--- src/common/slcr_pkg.sv ---
// Shared constants, register map and helper functions for the link control register bank.
package slcr_pkg;

    // Core clock rate and the startup interval step, in their own units.
    localparam int CLK_MHZ = 250;
    localparam int INIT_STEP_US = 100;
    // One step is an exact number of cycles, so no rounding is needed.
    localparam int INIT_STEP_CYC = INIT_STEP_US * CLK_MHZ;

    // Register indices; the byte address on the bus is four times the index.
    localparam logic [7:0] IDX_RXTERM = 8'h24;
    localparam logic [7:0] IDX_HDR_CTRL = 8'h31;
    localparam logic [7:0] IDX_BCC = 8'h32;
    localparam logic [7:0] IDX_DP = 8'h33;
    localparam logic [7:0] IDX_HDR_SHOW = 8'h40;
    localparam logic [7:0] IDX_STATUS = 8'h41;

    // Values after reset.
    localparam logic [7:0] RST_RXTERM = 8'h00;
    localparam logic [7:0] RST_HDR_CTRL = 8'h20;
    localparam logic [7:0] RST_BCC = 8'h09;
    localparam logic [7:0] RST_DP = 8'h04;

    // Field positions.
    localparam int HDR_SEL_LSB = 6;
    localparam int HDR_FIXED_BIT = 5;
    localparam int HDR_PERCH_BIT = 4;
    localparam int BCC_ALL_BIT = 7;
    localparam int BCC_MATCH_BIT = 6;
    localparam int BCC_AACK_BIT = 5;
    localparam int BCC_PAR_BIT = 3;
    localparam int DP_CRC_BIT = 2;
    localparam int ST_DONE_BIT = 0;
    localparam int ST_PERR_BIT = 1;

    // Control sequence framing and its check byte.
    localparam logic [2:0] SEQ_LAST_IDX = 3'h7;
    localparam logic [7:0] CRC_POLY = 8'h07;
    localparam logic [7:0] CRC_INIT = 8'h00;

    // Bus answers.
    localparam logic [1:0] RESP_OKAY = 2'h0;
    localparam logic [1:0] RESP_SLVERR = 2'h2;

    // Advances the check byte by one data byte, most significant bit first.
    function automatic logic [7:0] slcr_crc8(input logic [7:0] crc, input logic [7:0] data);
        logic [7:0] c;
        c = crc ^ data;
        for (int i = 0; i < 8; i++) begin
            c = c[7] ? ((c << 1) ^ CRC_POLY) : (c << 1);
        end
        return c;
    endfunction : slcr_crc8

    // Lanes carried for each forward GPIO count code.
    function automatic logic [3:0] slcr_gpio_mask(input logic [1:0] code);
        case (code)
            2'h0: return 4'h0;
            2'h1: return 4'h1;
            2'h2: return 4'h3;
            default: return 4'hF;
        endcase
    endfunction : slcr_gpio_mask

endpackage : slcr_pkg

--- src/logic/slcr_hdr_mem.sv ---
// Small per-channel store of captured packet headers with a registered read port.
`timescale 1ns/100ps
module slcr_hdr_mem #(
    parameter int DEPTH = 4,
    parameter int WIDTH = 64
) (
    input wire logic clk_i,
    input wire logic we_i,
    input wire logic [$clog2(DEPTH)-1:0] waddr_i,
    input wire logic [WIDTH-1:0] wdata_i,
    input wire logic [$clog2(DEPTH)-1:0] raddr_i,
    output logic [WIDTH-1:0] rdata_o
);
    // Storage holds no reset so it can map onto plain RAM cells.
    logic [WIDTH-1:0] mem_r [DEPTH];

    // Write port.
    always_ff @(posedge clk_i) begin
        if (we_i) begin
            mem_r[waddr_i] <= wdata_i;
        end
    end

    // Read data leaves through a register, one cycle after the address.
    always_ff @(posedge clk_i) begin
        rdata_o <= mem_r[raddr_i];
    end
endmodule : slcr_hdr_mem

--- src/logic/slcr_init_timer.sv ---
// Startup interval timer: a step divider and a step counter.
`timescale 1ns/100ps
module slcr_init_timer #(
    parameter int STEP_CYCLES = slcr_pkg::INIT_STEP_CYC
) (
    input wire logic clk_i,
    input wire logic rst_n_i,
    input wire logic [2:0] code_i,
    output logic done_o
);
    import slcr_pkg::*;

    localparam int PW = $clog2(STEP_CYCLES + 1);
    localparam logic [PW-1:0] PRE_LAST = PW'(STEP_CYCLES - 1);

    logic [PW-1:0] pre_r; // Cycles within the current step.
    logic [3:0] step_r; // Whole steps elapsed.
    logic done_r; // Interval over.
    wire tick = (pre_r == PRE_LAST); // One-cycle step enable.
    wire [3:0] goal = {1'b0, code_i} + 4'h1; // Code 0 means one step.
    wire reach = tick && ((step_r + 4'h1) == goal);

    // Divider; it stops once the interval is over to save toggling.
    always_ff @(posedge clk_i or negedge rst_n_i) begin
        if (!rst_n_i) begin
            pre_r <= '0;
        end else if (!done_r) begin
            pre_r <= tick ? '0 : pre_r + PW'(1);
        end
    end

    // Step count and the done flag; the code is read live while counting.
    always_ff @(posedge clk_i or negedge rst_n_i) begin
        if (!rst_n_i) begin
            step_r <= 4'h0;
            done_r <= 1'b0;
        end else if (!done_r && tick) begin
            step_r <= step_r + 4'h1;
            done_r <= reach || (step_r + 4'h1 >= goal);
        end
    end

    assign done_o = done_r;
endmodule : slcr_init_timer

--- src/logic/slcr_link_regs.sv ---
// Link control register bank: bus slave, header display, I2C forwarding and forward framing.
`timescale 1ns/100ps

module slcr_link_regs #(
    parameter int ADDR_W = 12,
    parameter int STEP_CYCLES = slcr_pkg::INIT_STEP_CYC
) (
    input wire logic ref_clk_i,
    input wire logic arst_n_i,
    input wire logic [ADDR_W-1:0] s_axi_awaddr_i,
    input wire logic s_axi_awvalid_i,
    output logic s_axi_awready_o,
    input wire logic [31:0] s_axi_wdata_i,
    input wire logic [3:0] s_axi_wstrb_i,
    input wire logic s_axi_wvalid_i,
    output logic s_axi_wready_o,
    output logic [1:0] s_axi_bresp_o,
    output logic s_axi_bvalid_o,
    input wire logic s_axi_bready_i,
    input wire logic [ADDR_W-1:0] s_axi_araddr_i,
    input wire logic s_axi_arvalid_i,
    output logic s_axi_arready_o,
    output logic [31:0] s_axi_rdata_o,
    output logic [1:0] s_axi_rresp_o,
    output logic s_axi_rvalid_o,
    input wire logic s_axi_rready_i,
    input wire logic hdr_valid_i,
    input wire logic hdr_interleaved_i,
    input wire logic [1:0] hdr_vc_i,
    input wire logic [31:0] hdr_raw_i,
    input wire logic [31:0] hdr_fixed_i,
    input wire logic [3:0] lp_ctrl_i,
    output logic [3:0] lp_ctrl_o,
    input wire logic i2c_req_i,
    input wire logic i2c_write_i,
    input wire logic i2c_addr_match_i,
    output logic i2c_fwd_o,
    output logic i2c_auto_ack_o,
    input wire logic bc_valid_i,
    input wire logic [7:0] bc_byte_i,
    input wire logic bc_parity_i,
    output logic bc_valid_o,
    output logic [7:0] bc_byte_o,
    output logic bc_parity_err_o,
    input wire logic seq_valid_i,
    input wire logic [7:0] seq_byte_i,
    output logic seq_ready_o,
    output logic seq_out_valid_o,
    output logic [7:0] seq_out_byte_o,
    output logic seq_out_crc_o,
    input wire logic [3:0] fwd_gpio_i,
    output logic [3:0] fwd_gpio_o,
    output logic [2:0] fwd_gpio_count_o,
    output logic [3:0] rx_term_o
);
    import slcr_pkg::*;

    // Reset release synchroniser; the first stage feeds only the second.
    logic rst_meta_r;
    logic rst_n;
    always_ff @(posedge ref_clk_i or negedge arst_n_i) begin
        if (!arst_n_i) begin
            rst_meta_r <= 1'b0;
            rst_n <= 1'b0;
        end else begin
            rst_meta_r <= 1'b1;
            rst_n <= rst_meta_r;
        end
    end

    // Software registers; the four control registers are kept at full byte width so reserved bits read back.
    logic [7:0] rxterm_r; // Lane termination debug bits.
    logic [7:0] hdr_ctrl_r; // Header display and startup interval.
    logic [7:0] bcc_r; // Back channel and I2C forwarding.
    logic [7:0] dp_r; // Forward framing and GPIO count.
    logic perr_r; // Sticky back channel parity error.
    logic done_w; // Startup interval over.

    // Field views.
    wire [1:0] hdr_sel = hdr_ctrl_r[HDR_SEL_LSB +: 2];
    wire hdr_show_fixed = hdr_ctrl_r[HDR_FIXED_BIT];
    wire hdr_perch = hdr_ctrl_r[HDR_PERCH_BIT];
    wire [2:0] init_code = hdr_ctrl_r[2:0];
    wire fwd_all = bcc_r[BCC_ALL_BIT];
    wire fwd_match = bcc_r[BCC_MATCH_BIT];
    wire auto_ack = bcc_r[BCC_AACK_BIT];
    wire par_en = bcc_r[BCC_PAR_BIT];
    wire crc_en = dp_r[DP_CRC_BIT];
    wire [1:0] gpio_code = dp_r[1:0];

    // Write channel state: each half is held until the pair completes.
    logic awready_r;
    logic wready_r;
    logic aw_held_r;
    logic w_held_r;
    logic [ADDR_W-1:0] aw_addr_r;
    logic [31:0] w_data_r;
    logic w_lane0_r;
    logic bvalid_r;
    logic [1:0] bresp_r;
    wire aw_take = s_axi_awvalid_i && awready_r;
    wire w_take = s_axi_wvalid_i && wready_r;
    wire do_wr = aw_held_r && w_held_r && !bvalid_r;
    wire b_done = bvalid_r && s_axi_bready_i;
    wire [7:0] wr_idx = aw_addr_r[9:2];
    wire wr_in_map = (aw_addr_r[ADDR_W-1:10] == '0);
    wire wr_known = wr_in_map && (wr_idx == IDX_RXTERM || wr_idx == IDX_HDR_CTRL
        || wr_idx == IDX_BCC || wr_idx == IDX_DP || wr_idx == IDX_HDR_SHOW
        || wr_idx == IDX_STATUS);
    wire wr_en = do_wr && wr_in_map && w_lane0_r;
    wire [7:0] wr_byte = w_data_r[7:0];

    // Write address and data are accepted in either order.
    always_ff @(posedge ref_clk_i or negedge rst_n) begin
        if (!rst_n) begin
            awready_r <= 1'b1;
            wready_r <= 1'b1;
            aw_held_r <= 1'b0;
            w_held_r <= 1'b0;
        end else begin
            awready_r <= aw_take ? 1'b0 : (b_done ? 1'b1 : awready_r);
            wready_r <= w_take ? 1'b0 : (b_done ? 1'b1 : wready_r);
            aw_held_r <= aw_take ? 1'b1 : (do_wr ? 1'b0 : aw_held_r);
            w_held_r <= w_take ? 1'b1 : (do_wr ? 1'b0 : w_held_r);
        end
    end

    // Payload capture needs no reset; it is used only once held.
    always_ff @(posedge ref_clk_i) begin
        if (aw_take) begin
            aw_addr_r <= s_axi_awaddr_i;
        end
        if (w_take) begin
            w_data_r <= s_axi_wdata_i;
            w_lane0_r <= s_axi_wstrb_i[0];
        end
    end

    // Write response; an unmapped address answers with a slave error.
    always_ff @(posedge ref_clk_i or negedge rst_n) begin
        if (!rst_n) begin
            bvalid_r <= 1'b0;
            bresp_r <= RESP_OKAY;
        end else if (do_wr) begin
            bvalid_r <= 1'b1;
            bresp_r <= wr_known ? RESP_OKAY : RESP_SLVERR;
        end else if (b_done) begin
            bvalid_r <= 1'b0;
        end
    end

    // Register writes; only byte lane 0 carries data.
    always_ff @(posedge ref_clk_i or negedge rst_n) begin
        if (!rst_n) begin
            rxterm_r <= RST_RXTERM;
            hdr_ctrl_r <= RST_HDR_CTRL;
            bcc_r <= RST_BCC;
            dp_r <= RST_DP;
        end else if (wr_en) begin
            if (wr_idx == IDX_RXTERM) rxterm_r <= wr_byte;
            if (wr_idx == IDX_HDR_CTRL) hdr_ctrl_r <= wr_byte;
            if (wr_idx == IDX_BCC) bcc_r <= wr_byte;
            if (wr_idx == IDX_DP) dp_r <= wr_byte;
        end
    end

    // Header capture: with per-channel capture on, interleaved packets go to their channel slot, others to slot 0.
    wire [1:0] hdr_waddr = (hdr_perch && hdr_interleaved_i) ? hdr_vc_i : 2'h0;
    wire [1:0] hdr_raddr = hdr_perch ? hdr_sel : 2'h0;
    logic [63:0] hdr_q;
    slcr_hdr_mem #(.DEPTH(4), .WIDTH(64)) u_hdr_mem (
        .clk_i(ref_clk_i),
        .we_i(hdr_valid_i),
        .waddr_i(hdr_waddr),
        .wdata_i({hdr_fixed_i, hdr_raw_i}),
        .raddr_i(hdr_raddr),
        .rdata_o(hdr_q)
    );
    wire [31:0] hdr_show = hdr_show_fixed ? hdr_q[63:32] : hdr_q[31:0];

    // Read channel: one read at a time, answered on the edge after acceptance.
    logic arready_r;
    logic rvalid_r;
    logic [31:0] rdata_r;
    logic [1:0] rresp_r;
    wire ar_take = s_axi_arvalid_i && arready_r;
    wire r_done = rvalid_r && s_axi_rready_i;
    wire [7:0] rd_idx = s_axi_araddr_i[9:2];
    wire rd_in_map = (s_axi_araddr_i[ADDR_W-1:10] == '0);
    wire [7:0] st_byte = {6'h00, perr_r, done_w};
    logic [31:0] rd_mux;
    logic rd_hit;
    always_comb begin
        rd_mux = 32'h0000_0000;
        rd_hit = rd_in_map;
        case (rd_idx)
            IDX_RXTERM: rd_mux = {24'h00_0000, rxterm_r};
            IDX_HDR_CTRL: rd_mux = {24'h00_0000, hdr_ctrl_r};
            IDX_BCC: rd_mux = {24'h00_0000, bcc_r};
            IDX_DP: rd_mux = {24'h00_0000, dp_r};
            IDX_HDR_SHOW: rd_mux = hdr_show;
            IDX_STATUS: rd_mux = {24'h00_0000, st_byte};
            default: rd_hit = 1'b0;
        endcase
    end

    // Read data are latched at acceptance and held until taken.
    always_ff @(posedge ref_clk_i or negedge rst_n) begin
        if (!rst_n) begin
            arready_r <= 1'b1;
            rvalid_r <= 1'b0;
            rdata_r <= 32'h0000_0000;
            rresp_r <= RESP_OKAY;
        end else if (ar_take) begin
            arready_r <= 1'b0;
            rvalid_r <= 1'b1;
            rdata_r <= rd_hit ? rd_mux : 32'h0000_0000;
            rresp_r <= rd_hit ? RESP_OKAY : RESP_SLVERR;
        end else if (r_done) begin
            arready_r <= 1'b1;
            rvalid_r <= 1'b0;
        end
    end

    // Startup interval during which lane low-power states are dropped.
    slcr_init_timer #(.STEP_CYCLES(STEP_CYCLES)) u_init (
        .clk_i(ref_clk_i),
        .rst_n_i(rst_n),
        .code_i(init_code),
        .done_o(done_w)
    );

    // Side decisions for I2C, back channel and GPIO, all same-clock inputs.
    wire i2c_fwd_nxt = i2c_req_i
        && (fwd_all || (fwd_match && i2c_addr_match_i));
    wire i2c_ack_nxt = i2c_req_i && i2c_write_i && auto_ack;
    wire bc_bad = ^{bc_byte_i, bc_parity_i};
    wire perr_nxt = bc_valid_i && par_en && bc_bad;
    wire perr_clr = wr_en && wr_idx == IDX_STATUS && wr_byte[ST_PERR_BIT];
    logic [3:0] lp_ctrl_r;
    logic i2c_fwd_r;
    logic i2c_ack_r;
    logic bc_valid_r;
    logic [7:0] bc_byte_r;
    logic bc_err_r;
    logic [3:0] gpio_r;
    logic [2:0] gpio_cnt_r;

    // Registered side outputs; a new parity error beats a clear in the same cycle.
    always_ff @(posedge ref_clk_i or negedge rst_n) begin
        if (!rst_n) begin
            lp_ctrl_r <= 4'h0;
            i2c_fwd_r <= 1'b0;
            i2c_ack_r <= 1'b0;
            bc_valid_r <= 1'b0;
            bc_byte_r <= 8'h00;
            bc_err_r <= 1'b0;
            perr_r <= 1'b0;
            gpio_r <= 4'h0;
            gpio_cnt_r <= 3'h0;
        end else begin
            lp_ctrl_r <= done_w ? lp_ctrl_i : 4'h0;
            i2c_fwd_r <= i2c_fwd_nxt;
            i2c_ack_r <= i2c_ack_nxt;
            bc_valid_r <= bc_valid_i;
            bc_byte_r <= bc_byte_i;
            bc_err_r <= perr_nxt;
            perr_r <= perr_nxt || (perr_r && !perr_clr);
            gpio_r <= fwd_gpio_i & slcr_gpio_mask(gpio_code);
            gpio_cnt_r <= (gpio_code == 2'h3) ? 3'h4 : {1'b0, gpio_code};
        end
    end

    // Control sequence framing: eight data bytes, then the check byte if enabled.
    logic [2:0] seq_cnt_r;
    logic [7:0] crc_r;
    logic crc_pend_r;
    logic seq_ready_r;
    logic seq_ov_r;
    logic [7:0] seq_ob_r;
    logic seq_oc_r;
    wire seq_take = seq_valid_i && seq_ready_r;
    wire seq_end = seq_take && seq_cnt_r == SEQ_LAST_IDX;
    wire [7:0] crc_nxt = slcr_crc8(crc_r, seq_byte_i);

    // The source is stalled for exactly one cycle, the one before the check byte leaves.
    always_ff @(posedge ref_clk_i or negedge rst_n) begin
        if (!rst_n) begin
            seq_cnt_r <= 3'h0;
            crc_r <= CRC_INIT;
            crc_pend_r <= 1'b0;
            seq_ready_r <= 1'b1;
            seq_ov_r <= 1'b0;
            seq_ob_r <= 8'h00;
            seq_oc_r <= 1'b0;
        end else if (crc_pend_r) begin
            crc_pend_r <= 1'b0;
            seq_ready_r <= 1'b1;
            seq_ov_r <= 1'b1;
            seq_ob_r <= crc_r;
            seq_oc_r <= 1'b1;
            crc_r <= CRC_INIT;
        end else begin
            seq_ov_r <= seq_take;
            seq_oc_r <= 1'b0;
            if (seq_take) begin
                seq_ob_r <= seq_byte_i;
                seq_cnt_r <= seq_cnt_r + 3'h1;
                crc_r <= (seq_end && !crc_en) ? CRC_INIT : crc_nxt;
                crc_pend_r <= seq_end && crc_en;
                seq_ready_r <= !(seq_end && crc_en);
            end
        end
    end

    // Outputs, each straight from a flip-flop.
    assign s_axi_awready_o = awready_r;
    assign s_axi_wready_o = wready_r;
    assign s_axi_bvalid_o = bvalid_r;
    assign s_axi_bresp_o = bresp_r;
    assign s_axi_arready_o = arready_r;
    assign s_axi_rvalid_o = rvalid_r;
    assign s_axi_rdata_o = rdata_r;
    assign s_axi_rresp_o = rresp_r;
    assign lp_ctrl_o = lp_ctrl_r;
    assign i2c_fwd_o = i2c_fwd_r;
    assign i2c_auto_ack_o = i2c_ack_r;
    assign bc_valid_o = bc_valid_r;
    assign bc_byte_o = bc_byte_r;
    assign bc_parity_err_o = bc_err_r;
    assign seq_ready_o = seq_ready_r;
    assign seq_out_valid_o = seq_ov_r;
    assign seq_out_byte_o = seq_ob_r;
    assign seq_out_crc_o = seq_oc_r;
    assign fwd_gpio_o = gpio_r;
    assign fwd_gpio_count_o = gpio_cnt_r;
    assign rx_term_o = rxterm_r[3:0];
endmodule : slcr_link_regs

--- config.mk ---
export PLATFORM = sky130hd
export DESIGN_NAME = slcr_link_regs
export DESIGN_NICKNAME = d
export VERILOG_FILES = /design/src/common/slcr_pkg.sv /design/src/logic/slcr_hdr_mem.sv /design/src/logic/slcr_init_timer.sv /design/src/logic/slcr_link_regs.sv
export SDC_FILE = /design/constraint.sdc
export NUM_CORES = 1
export LEC_CHECK = 0
export ABC_AREA = 1
export CORE_MARGIN = 1.5
export CORE_UTILIZATION = 57
export CTS_CLUSTER_SIZE = 12
export DETAILED_ROUTE_END_ITERATION = 16
export DONT_BUFFER_PORTS = 1
export GPL_TIMING_DRIVEN = 0
export MAX_ROUTING_LAYER = met4
export PLACE_DENSITY = 0.82
export SLEW_MARGIN = 20
export SYNTH_ARGS = -nofsm -noshare
export SYNTH_HDL_FRONTEND = slang
export SYNTH_HIERARCHICAL = 1
export SYNTH_SLANG_ARGS = --single-unit
--- constraint.sdc ---
create_clock -name ref_clk_i -period 4.2 [get_ports ref_clk_i]
set_clock_uncertainty 0.05 [all_clocks]
set_input_delay 1.05 -clock ref_clk_i [delete_from_list [all_inputs] [get_ports ref_clk_i]]
set_output_delay 1.05 -clock ref_clk_i [all_outputs]
set_load 0.01 [all_outputs]
==> results.md, run 1 <==
- Min Tclk post-route: 2.45 ns
- Post-cts gate resize count: 0
- Number of clock sinks seen by CTS: 481
- Leading cell type in the layout, fill and taps excluded: nand2_1
- Number of global-route vias before repair: 14600
- Buffer type at the clock tree root: clkbuf_16
- Pre-CTS setup slack: 1.29 ns
- Pre-Repair DR Iteration Count: 6
- Worst-path fanout max: 12
- Setup CP Type: flip-flop to flip-flop
- Wirelength, routed: 49100 um
- Final WS setup: 1.75 ns
- TritonCTS clock tree: built
- Startpoint types: flip-flop
- Core Footprint: 34600 um2
- Hold buffer count at cts: 0
- Clock edge transition at the registers on the reported setup and hold paths: 0.06 ns
- Cell variety after synth: 42
- Flip-flop and latch count after synthesis: 481
- Area after detailed placement: 21200 um2
- Count of inserted antenna diode cells: 0
- Final setup violating endpoints: 0
- Layout Cell Area excl Fill: 22700 um2
- Max_slew headroom: 50.4%
- Placement Rows: 68
- Avg Vias per Cell: 5.41
- Wire length of the first global-routing pass: 76300 um
- Leakage: 10.9 nW
- Power per cell area: 437 nW/um2
- Max-slew violations: 0
- Buffer count from post-CTS setup fixing: 0
- Reg-to-reg setup timing slack: 1.75 ns
- Post-detail-place hpwl: 33800 um
- Worst endpoint data arrival time: 2.67 ns
- Mapped cell area: 20100 um2
- Status: completed
- Floorplan die height: 191 um
- RSZ-0062 raised after global routing: no
- Number of buffers between clock root and the deepest sink: 3
- Horizontal die dimension: 191 um
- Total grt overflow: 0
- Routed vias: 14400
- Cell depth of the worst flop-to-flop path: 5
- Initial Utilization: 58.2%
- Share of the cycle needed by the critical path after routing: 58.4%
- Achievable Freq: 0.408 GHz
- Number of port buffers: 0
- Later-pin clock latency in the skew report: 0.58 ns
- Most used cells in the layout excluding fill and tap cells: nand2_1 (737), inv_1 (355), edfxtp_1 (275)
- Total of fill cells in the finished design: 2548
- Slew at the pin closest to its max-slew limit: 0.744 ns
- Layout cell share with drive strength beyond 1: 9.12%
- Placer's final routability congestion estimate: 0.896
- Sort of element at the end of the critical path: flip-flop
- Final Hold Violating Endpoints: 0
- Worst EP required: 4.42 ns
- Area enclosed by the die boundary: 36500 um2
- Remaining antenna violation count: 0
- Register area share after synthesis: 65.1%
- Worst voltage drop across the vdd grid: 0.521 mV
- Number of warnings printed during yosys synthesis: 6
- Number of cells after detailed placement: 2577
- DRC: 0
- Count of non-filler cells in the finished layout: 2670
- Cells after Synth: 2099
- Syn Area/Cell: 9.60 um2
- Inserted Clock Buffers: 50
- Number of H-tree levels: 2
- Signed area change from the synthesized netlist to the final layout: 12.8%
- Drt first-iter violations: 1341
- IO Pins: 244
- Total routing resource utilization after global routing: 28.2%
- Class of the tightest hold or removal check: primary input to asynchronous set/reset pin
- Initial antenna violation count: 0
- Pin count of the biggest net entering global routing: 55
- Crit path from: hdr_ctrl_r[4]
- Number of nets in the layout: 2348
- Overall power: 0.00994 W
- Launch instance of the worst register-to-register path: hdr_ctrl_r[4]
- Endpoint of the worst-slack reg-to-reg timing path: u_hdr_mem/mem_r[3][6]
- Max cap viols: 0
- Per-cell routed wire length: 18.4 um
-- worst max-delay path, cell delays in order, from the launching register on --
cell and delay [ns]:
dfrtp_1 0.49, and3_1 0.35, inv_1 0.15, nor3_4 0.63, buf_8 0.27, buf_8 0.19
-- layout make-up --
class	count	area, um2	share of cell area (%)
sequential	481	13100	57.7
clock buffer	83	1450	6.36
timing repair buffer	22	389	1.71
clock inverter	10	130	0.573
multi-input combinational	1178	5300	23.3
buffer	73	407	1.79
inverter	368	1380	6.08
tap	455	569	2.50
-- state kept, by name, indices dropped and copies added, names as in the netlist, 8 cells and up --
| register | count |
|---|---|
| u_hdr_mem/rdata_o | 64 |
| u_init/pre_r | 15 |
| bc_byte_o | 8 |
| aw_addr_r | 10 |
| dp_r | 8 |
| hdr_ctrl_r | 8 |
| u_hdr_mem/mem_r | 256 |
| crc_r | 8 |
| w_data_r | 8 |
| rxterm_r | 8 |
| seq_out_byte_o | 8 |
| bcc_r | 8 |
| s_axi_rdata_o | 32 |
-- per-stage QoR --
step / hold WS (ns) / utilization [%] / TNS (ns)
CTS: 0.101 / 65.6 / 0
detailed placement: 0.287 / 61.1 / 0
global placement: 0.287 / 59.9 / -529.20
finish: 0.121 / 65.6 / 0
floorplan: 0.281 / - / -40.60
global route: 0.107 / 65.6 / 0
-- worst max path at each step --
stage | end | slack, ns
floorplan | u_hdr_mem/mem_r[3][0] | -0.19
global placement | u_hdr_mem/mem_r[3][19] | -2.17
detailed placement | u_hdr_mem/mem_r[3][8] | 1.29
CTS | u_hdr_mem/mem_r[3][6] | 1.75
global route | u_hdr_mem/mem_r[3][5] | 1.67
finish | u_hdr_mem/mem_r[3][6] | 1.75
-- power breakdown --
part | total, W | internal [W] | switching (W) | leakage, nW
clock network | 0.00425 | 0.00247 | 0.00177 | 0.762
registers | 0.00530 | 0.00520 | 0.000107 | 4.90
logic | 0.000394 | 0.000116 | 0.000278 | 5.19
-- kinds of logic (layout without fill, tap and decap cells) --
family,after synthesis,in the layout,share of synthesized area (%)
fa+ha+maj,9,9,0.559
flops,481,481,65.1
buf+inv,441,556,8.88
compound gates,91,91,2.40
other cells,2,3,0.0373
simple gates,1057,1057,22.3
xor+xnor,18,18,0.783
-- cells in the mapped netlist, drive strengths merged --
| master | instances | area share [%] |
|---|---|---|
| nand3b | 5 | 0.19 |
| buf | 58 | 1.7 |
| nor2 | 64 | 1.7 |
| dfstp | 8 | 1.0 |
| and3 | 2 | 0.062 |
| dfrtp | 134 | 17 |
| xnor2 | 6 | 0.26 |
| o211ai | 2 | 0.075 |
| o21ai | 52 | 1.3 |
| o21a | 1 | 0.037 |
| nand3 | 219 | 5.6 |
| o221ai | 3 | 0.13 |
| xor2 | 12 | 0.52 |
| nor3 | 9 | 0.27 |
| nand2 | 743 | 14 |
| a21oi | 30 | 0.76 |
| and2 | 1 | 0.043 |
| or2 | 1 | 0.031 |
| clkbuf | 15 | 0.28 |
| o21bai | 1 | 0.037 |
| o22ai | 2 | 0.062 |
| ha | 9 | 0.56 |
| conb | 2 | 0.037 |
| edfxtp | 275 | 41 |
| nand4 | 13 | 0.43 |
| inv | 368 | 6.9 |
| dfxtp | 64 | 6.4 |
-- routing by layer --
layer  GRT usage [%]  part of all wire (%)
met1            32.3                    37
met2            47.7                    50
met3            6.99                   9.8
met4            10.9                   3.3
met5               -                     0
(Power assumes the default switching activity.)
==> run 2, diff against run 1 <==
clock period = 2 ns   (was 4.2 ns; I/O delays follow)
==> results.md, run 2 (synthesis results as in run 1) <==
- Total grt overflow: 0
- Max FFs per register: 256
- Initial Utilization: 58.2%
- Total negative slack for setup checks: 0 ns
- Slew at the pin closest to its max-slew limit: 0.800 ns
- Wire length of the first global-routing pass: 79300 um
- Worst endpoint data arrival time: 2.41 ns
- Max_slew headroom: 46.5%
- Crit-path leading delay family: simple AND/OR/NAND/NOR gates
- Total routing resource utilization after global routing: 29.3%
- Number of global-route vias before repair: 15100
- Status: completed
- Number of clock sinks seen by CTS: 481
- Class of the tightest hold or removal check: primary input to flip-flop
- Overall power: 0.0209 W
- Reg-to-reg setup timing slack: 0.06 ns
- Area enclosed by the die boundary: 36500 um2
- Drt first-iter violations: 1413
- Signed area change from the synthesized netlist to the final layout: 18.3%
- Core Footprint: 34600 um2
- Cell repeated most along the worst path: nand2_1
- IO Pins: 244
- Pre-Repair DR Iteration Count: 5
- Remaining antenna violation count: 0
- Placement Rows: 68
- Worst-path fanout max: 10
- Horizontal die dimension: 191 um
- Share of the cycle needed by the critical path after routing: 97.2%
- Per-cell routed wire length: 18.4 um
- Inserted Clock Buffers: 49
- Power per cell area: 879 nW/um2
- Number of port buffers: 0
- CP max stage delay: 0.60 ns
- DRC: 0
- Final Hold Violating Endpoints: 0
- Pin count of the biggest net entering global routing: 57
- Number of H-tree levels: 2
- Leading cell type in the layout, fill and taps excluded: nand2_1
- Max-slew violations: 0
- Number of nets in the layout: 2458
- Clock edge transition at the registers on the reported setup and hold paths: 0.06 ns
- Initial antenna violation count: 5
- Crit path from: s_axi_arready_o
- TritonCTS clock tree: built
- Leakage: 11.3 nW
- Launch instance of the worst register-to-register path: s_axi_arready_o
- Layout cell share with drive strength beyond 1: 9.25%
- Floorplan die height: 191 um
- Max cap viols: 0
- Worst EP required: 2.47 ns
- Critical-path cell with the highest stage delay: dfstp_2
- Final setup violating endpoints: 0
- Utilization of the core after routing: 68.8%
- Startpoint of the most critical hold path: lp_ctrl_i[0]
- Worst voltage drop across the vdd grid: 0.921 mV
- Startpoint types: flip-flop
- Number of buffers between clock root and the deepest sink: 3
- Placer's final routability congestion estimate: 0.879
- Post-route worst hold slack: 0.00904 ns
- Endpoint of the worst setup timing path: s_axi_rdata_o[13]
- Wirelength, routed: 51300 um
- RSZ-0062 raised after global routing: no
- Crit path buf inv count: 2
- Routed vias: 15000
- Pre-CTS setup slack: -0.371 ns
- Buffer type at the clock tree root: clkbuf_16
- Total of fill cells in the finished design: 2396
- Min Tclk post-route: 1.94 ns
- Cell depth of the worst flop-to-flop path: 7
- Setup CP Type: flip-flop to flip-flop
- Avg Vias per Cell: 5.39
- Biggest register: u_hdr_mem/mem_r
- CP Cell Sequence: nand2_4 -> nor3_4 -> inv_2 -> nor2_8 -> buf_6 -> nand2_1 -> nand2_1
- Most used cells in the layout excluding fill and tap cells: nand2_1 (736), inv_1 (353), edfxtp_1 (275)
- Final WS setup: 0.0565 ns
- Later-pin clock latency in the skew report: 0.58 ns
- Endpoint of the worst-slack reg-to-reg timing path: s_axi_rdata_o[13]
- Achievable Freq: 0.515 GHz
- Total number of cells along the worst setup path: 7
- Sort of element at the end of the critical path: flip-flop
- Post-detail-place hpwl: 34000 um
==> run 2: cell types whose count changed in the layout (fill, tap and decap cells not counted), sizes merged <==
cell,before,now
buf,80,88
clkinv,5,4
dlygate4sd3,0,103
clkinvlp,1,2
diode,0,5
inv,370,369
clkbuf,98,99
bufinv,2,0
==> run 2: stage by stage <==
step,std cells,cell area (um2)
floorplan,2100,20200
global placement,2555,20800
detailed placement,2577,21200
CTS,2775,23800
global route,2784,23800
finish,2784,23800
==> run 2: per-layer routing <==
metal  global-route usage (%)  wire length [um]  up-vias
met5                        -                 0        -
met4                     11.4              1650        0
met3                     5.31              4470      119
met2                     49.7             26100      742
met1                     34.7             19100     7177
li1                         -                 -     6957
==> run 2: where the power goes <==
| part | switching, W | total (W) | internal (W) | leakage [nW] |
|---|---|---|---|---|
| clock network | 0.00374 | 0.00872 | 0.00497 | 0.737 |
| logic | 0.000694 | 0.00108 | 0.000387 | 5.67 |
| registers | 0.000227 | 0.0111 | 0.0109 | 4.90 |
| total | 0.00467 | 0.0209 | 0.0163 | 11.3 |
==> run 2: worst min-delay path by stage <==
stage | slack (ns) | cells past startpoint | to
2_1_floorplan | 0.15 | 0 | rst_meta_r
4_1_cts | 0.0003 | 2 | i2c_auto_ack_o
5_1_grt | 0.004 | 2 | lp_ctrl_o[0]
6_report | 0.009 | 2 | lp_ctrl_o[0]
3_5_place_dp | 0.15 | 0 | rst_meta_r
3_3_place_gp | 0.15 | 0 | rst_meta_r
==> run 2: repair_timing <==
item / 4_1_cts / 5_1_grt
buffers inserted: 5 / 3
pin swaps: 5 / 1
resized for setup: 3 / 2
endpoints found under the setup margin: 189 / 29
hold buffers: 102 / 1
endpoints found under the hold margin: 295 / 1
==> run 2: cell type report <==
cell class / instances / area (um2) / area share (%)
Multi-Input combinational cell: 1178 / 5330 / 22.4
Sequential cell: 481 / 13100 / 55.0
Clock buffer: 84 / 1460 / 6.14
Timing Repair Buffer: 133 / 1480 / 6.21
Buffer: 73 / 407 / 1.71
Antenna cell: 5 / 12.5 / 0.0525
Tap cell: 455 / 569 / 2.39
Clock inverter: 7 / 66.3 / 0.278
Inverter: 368 / 1390 / 5.82
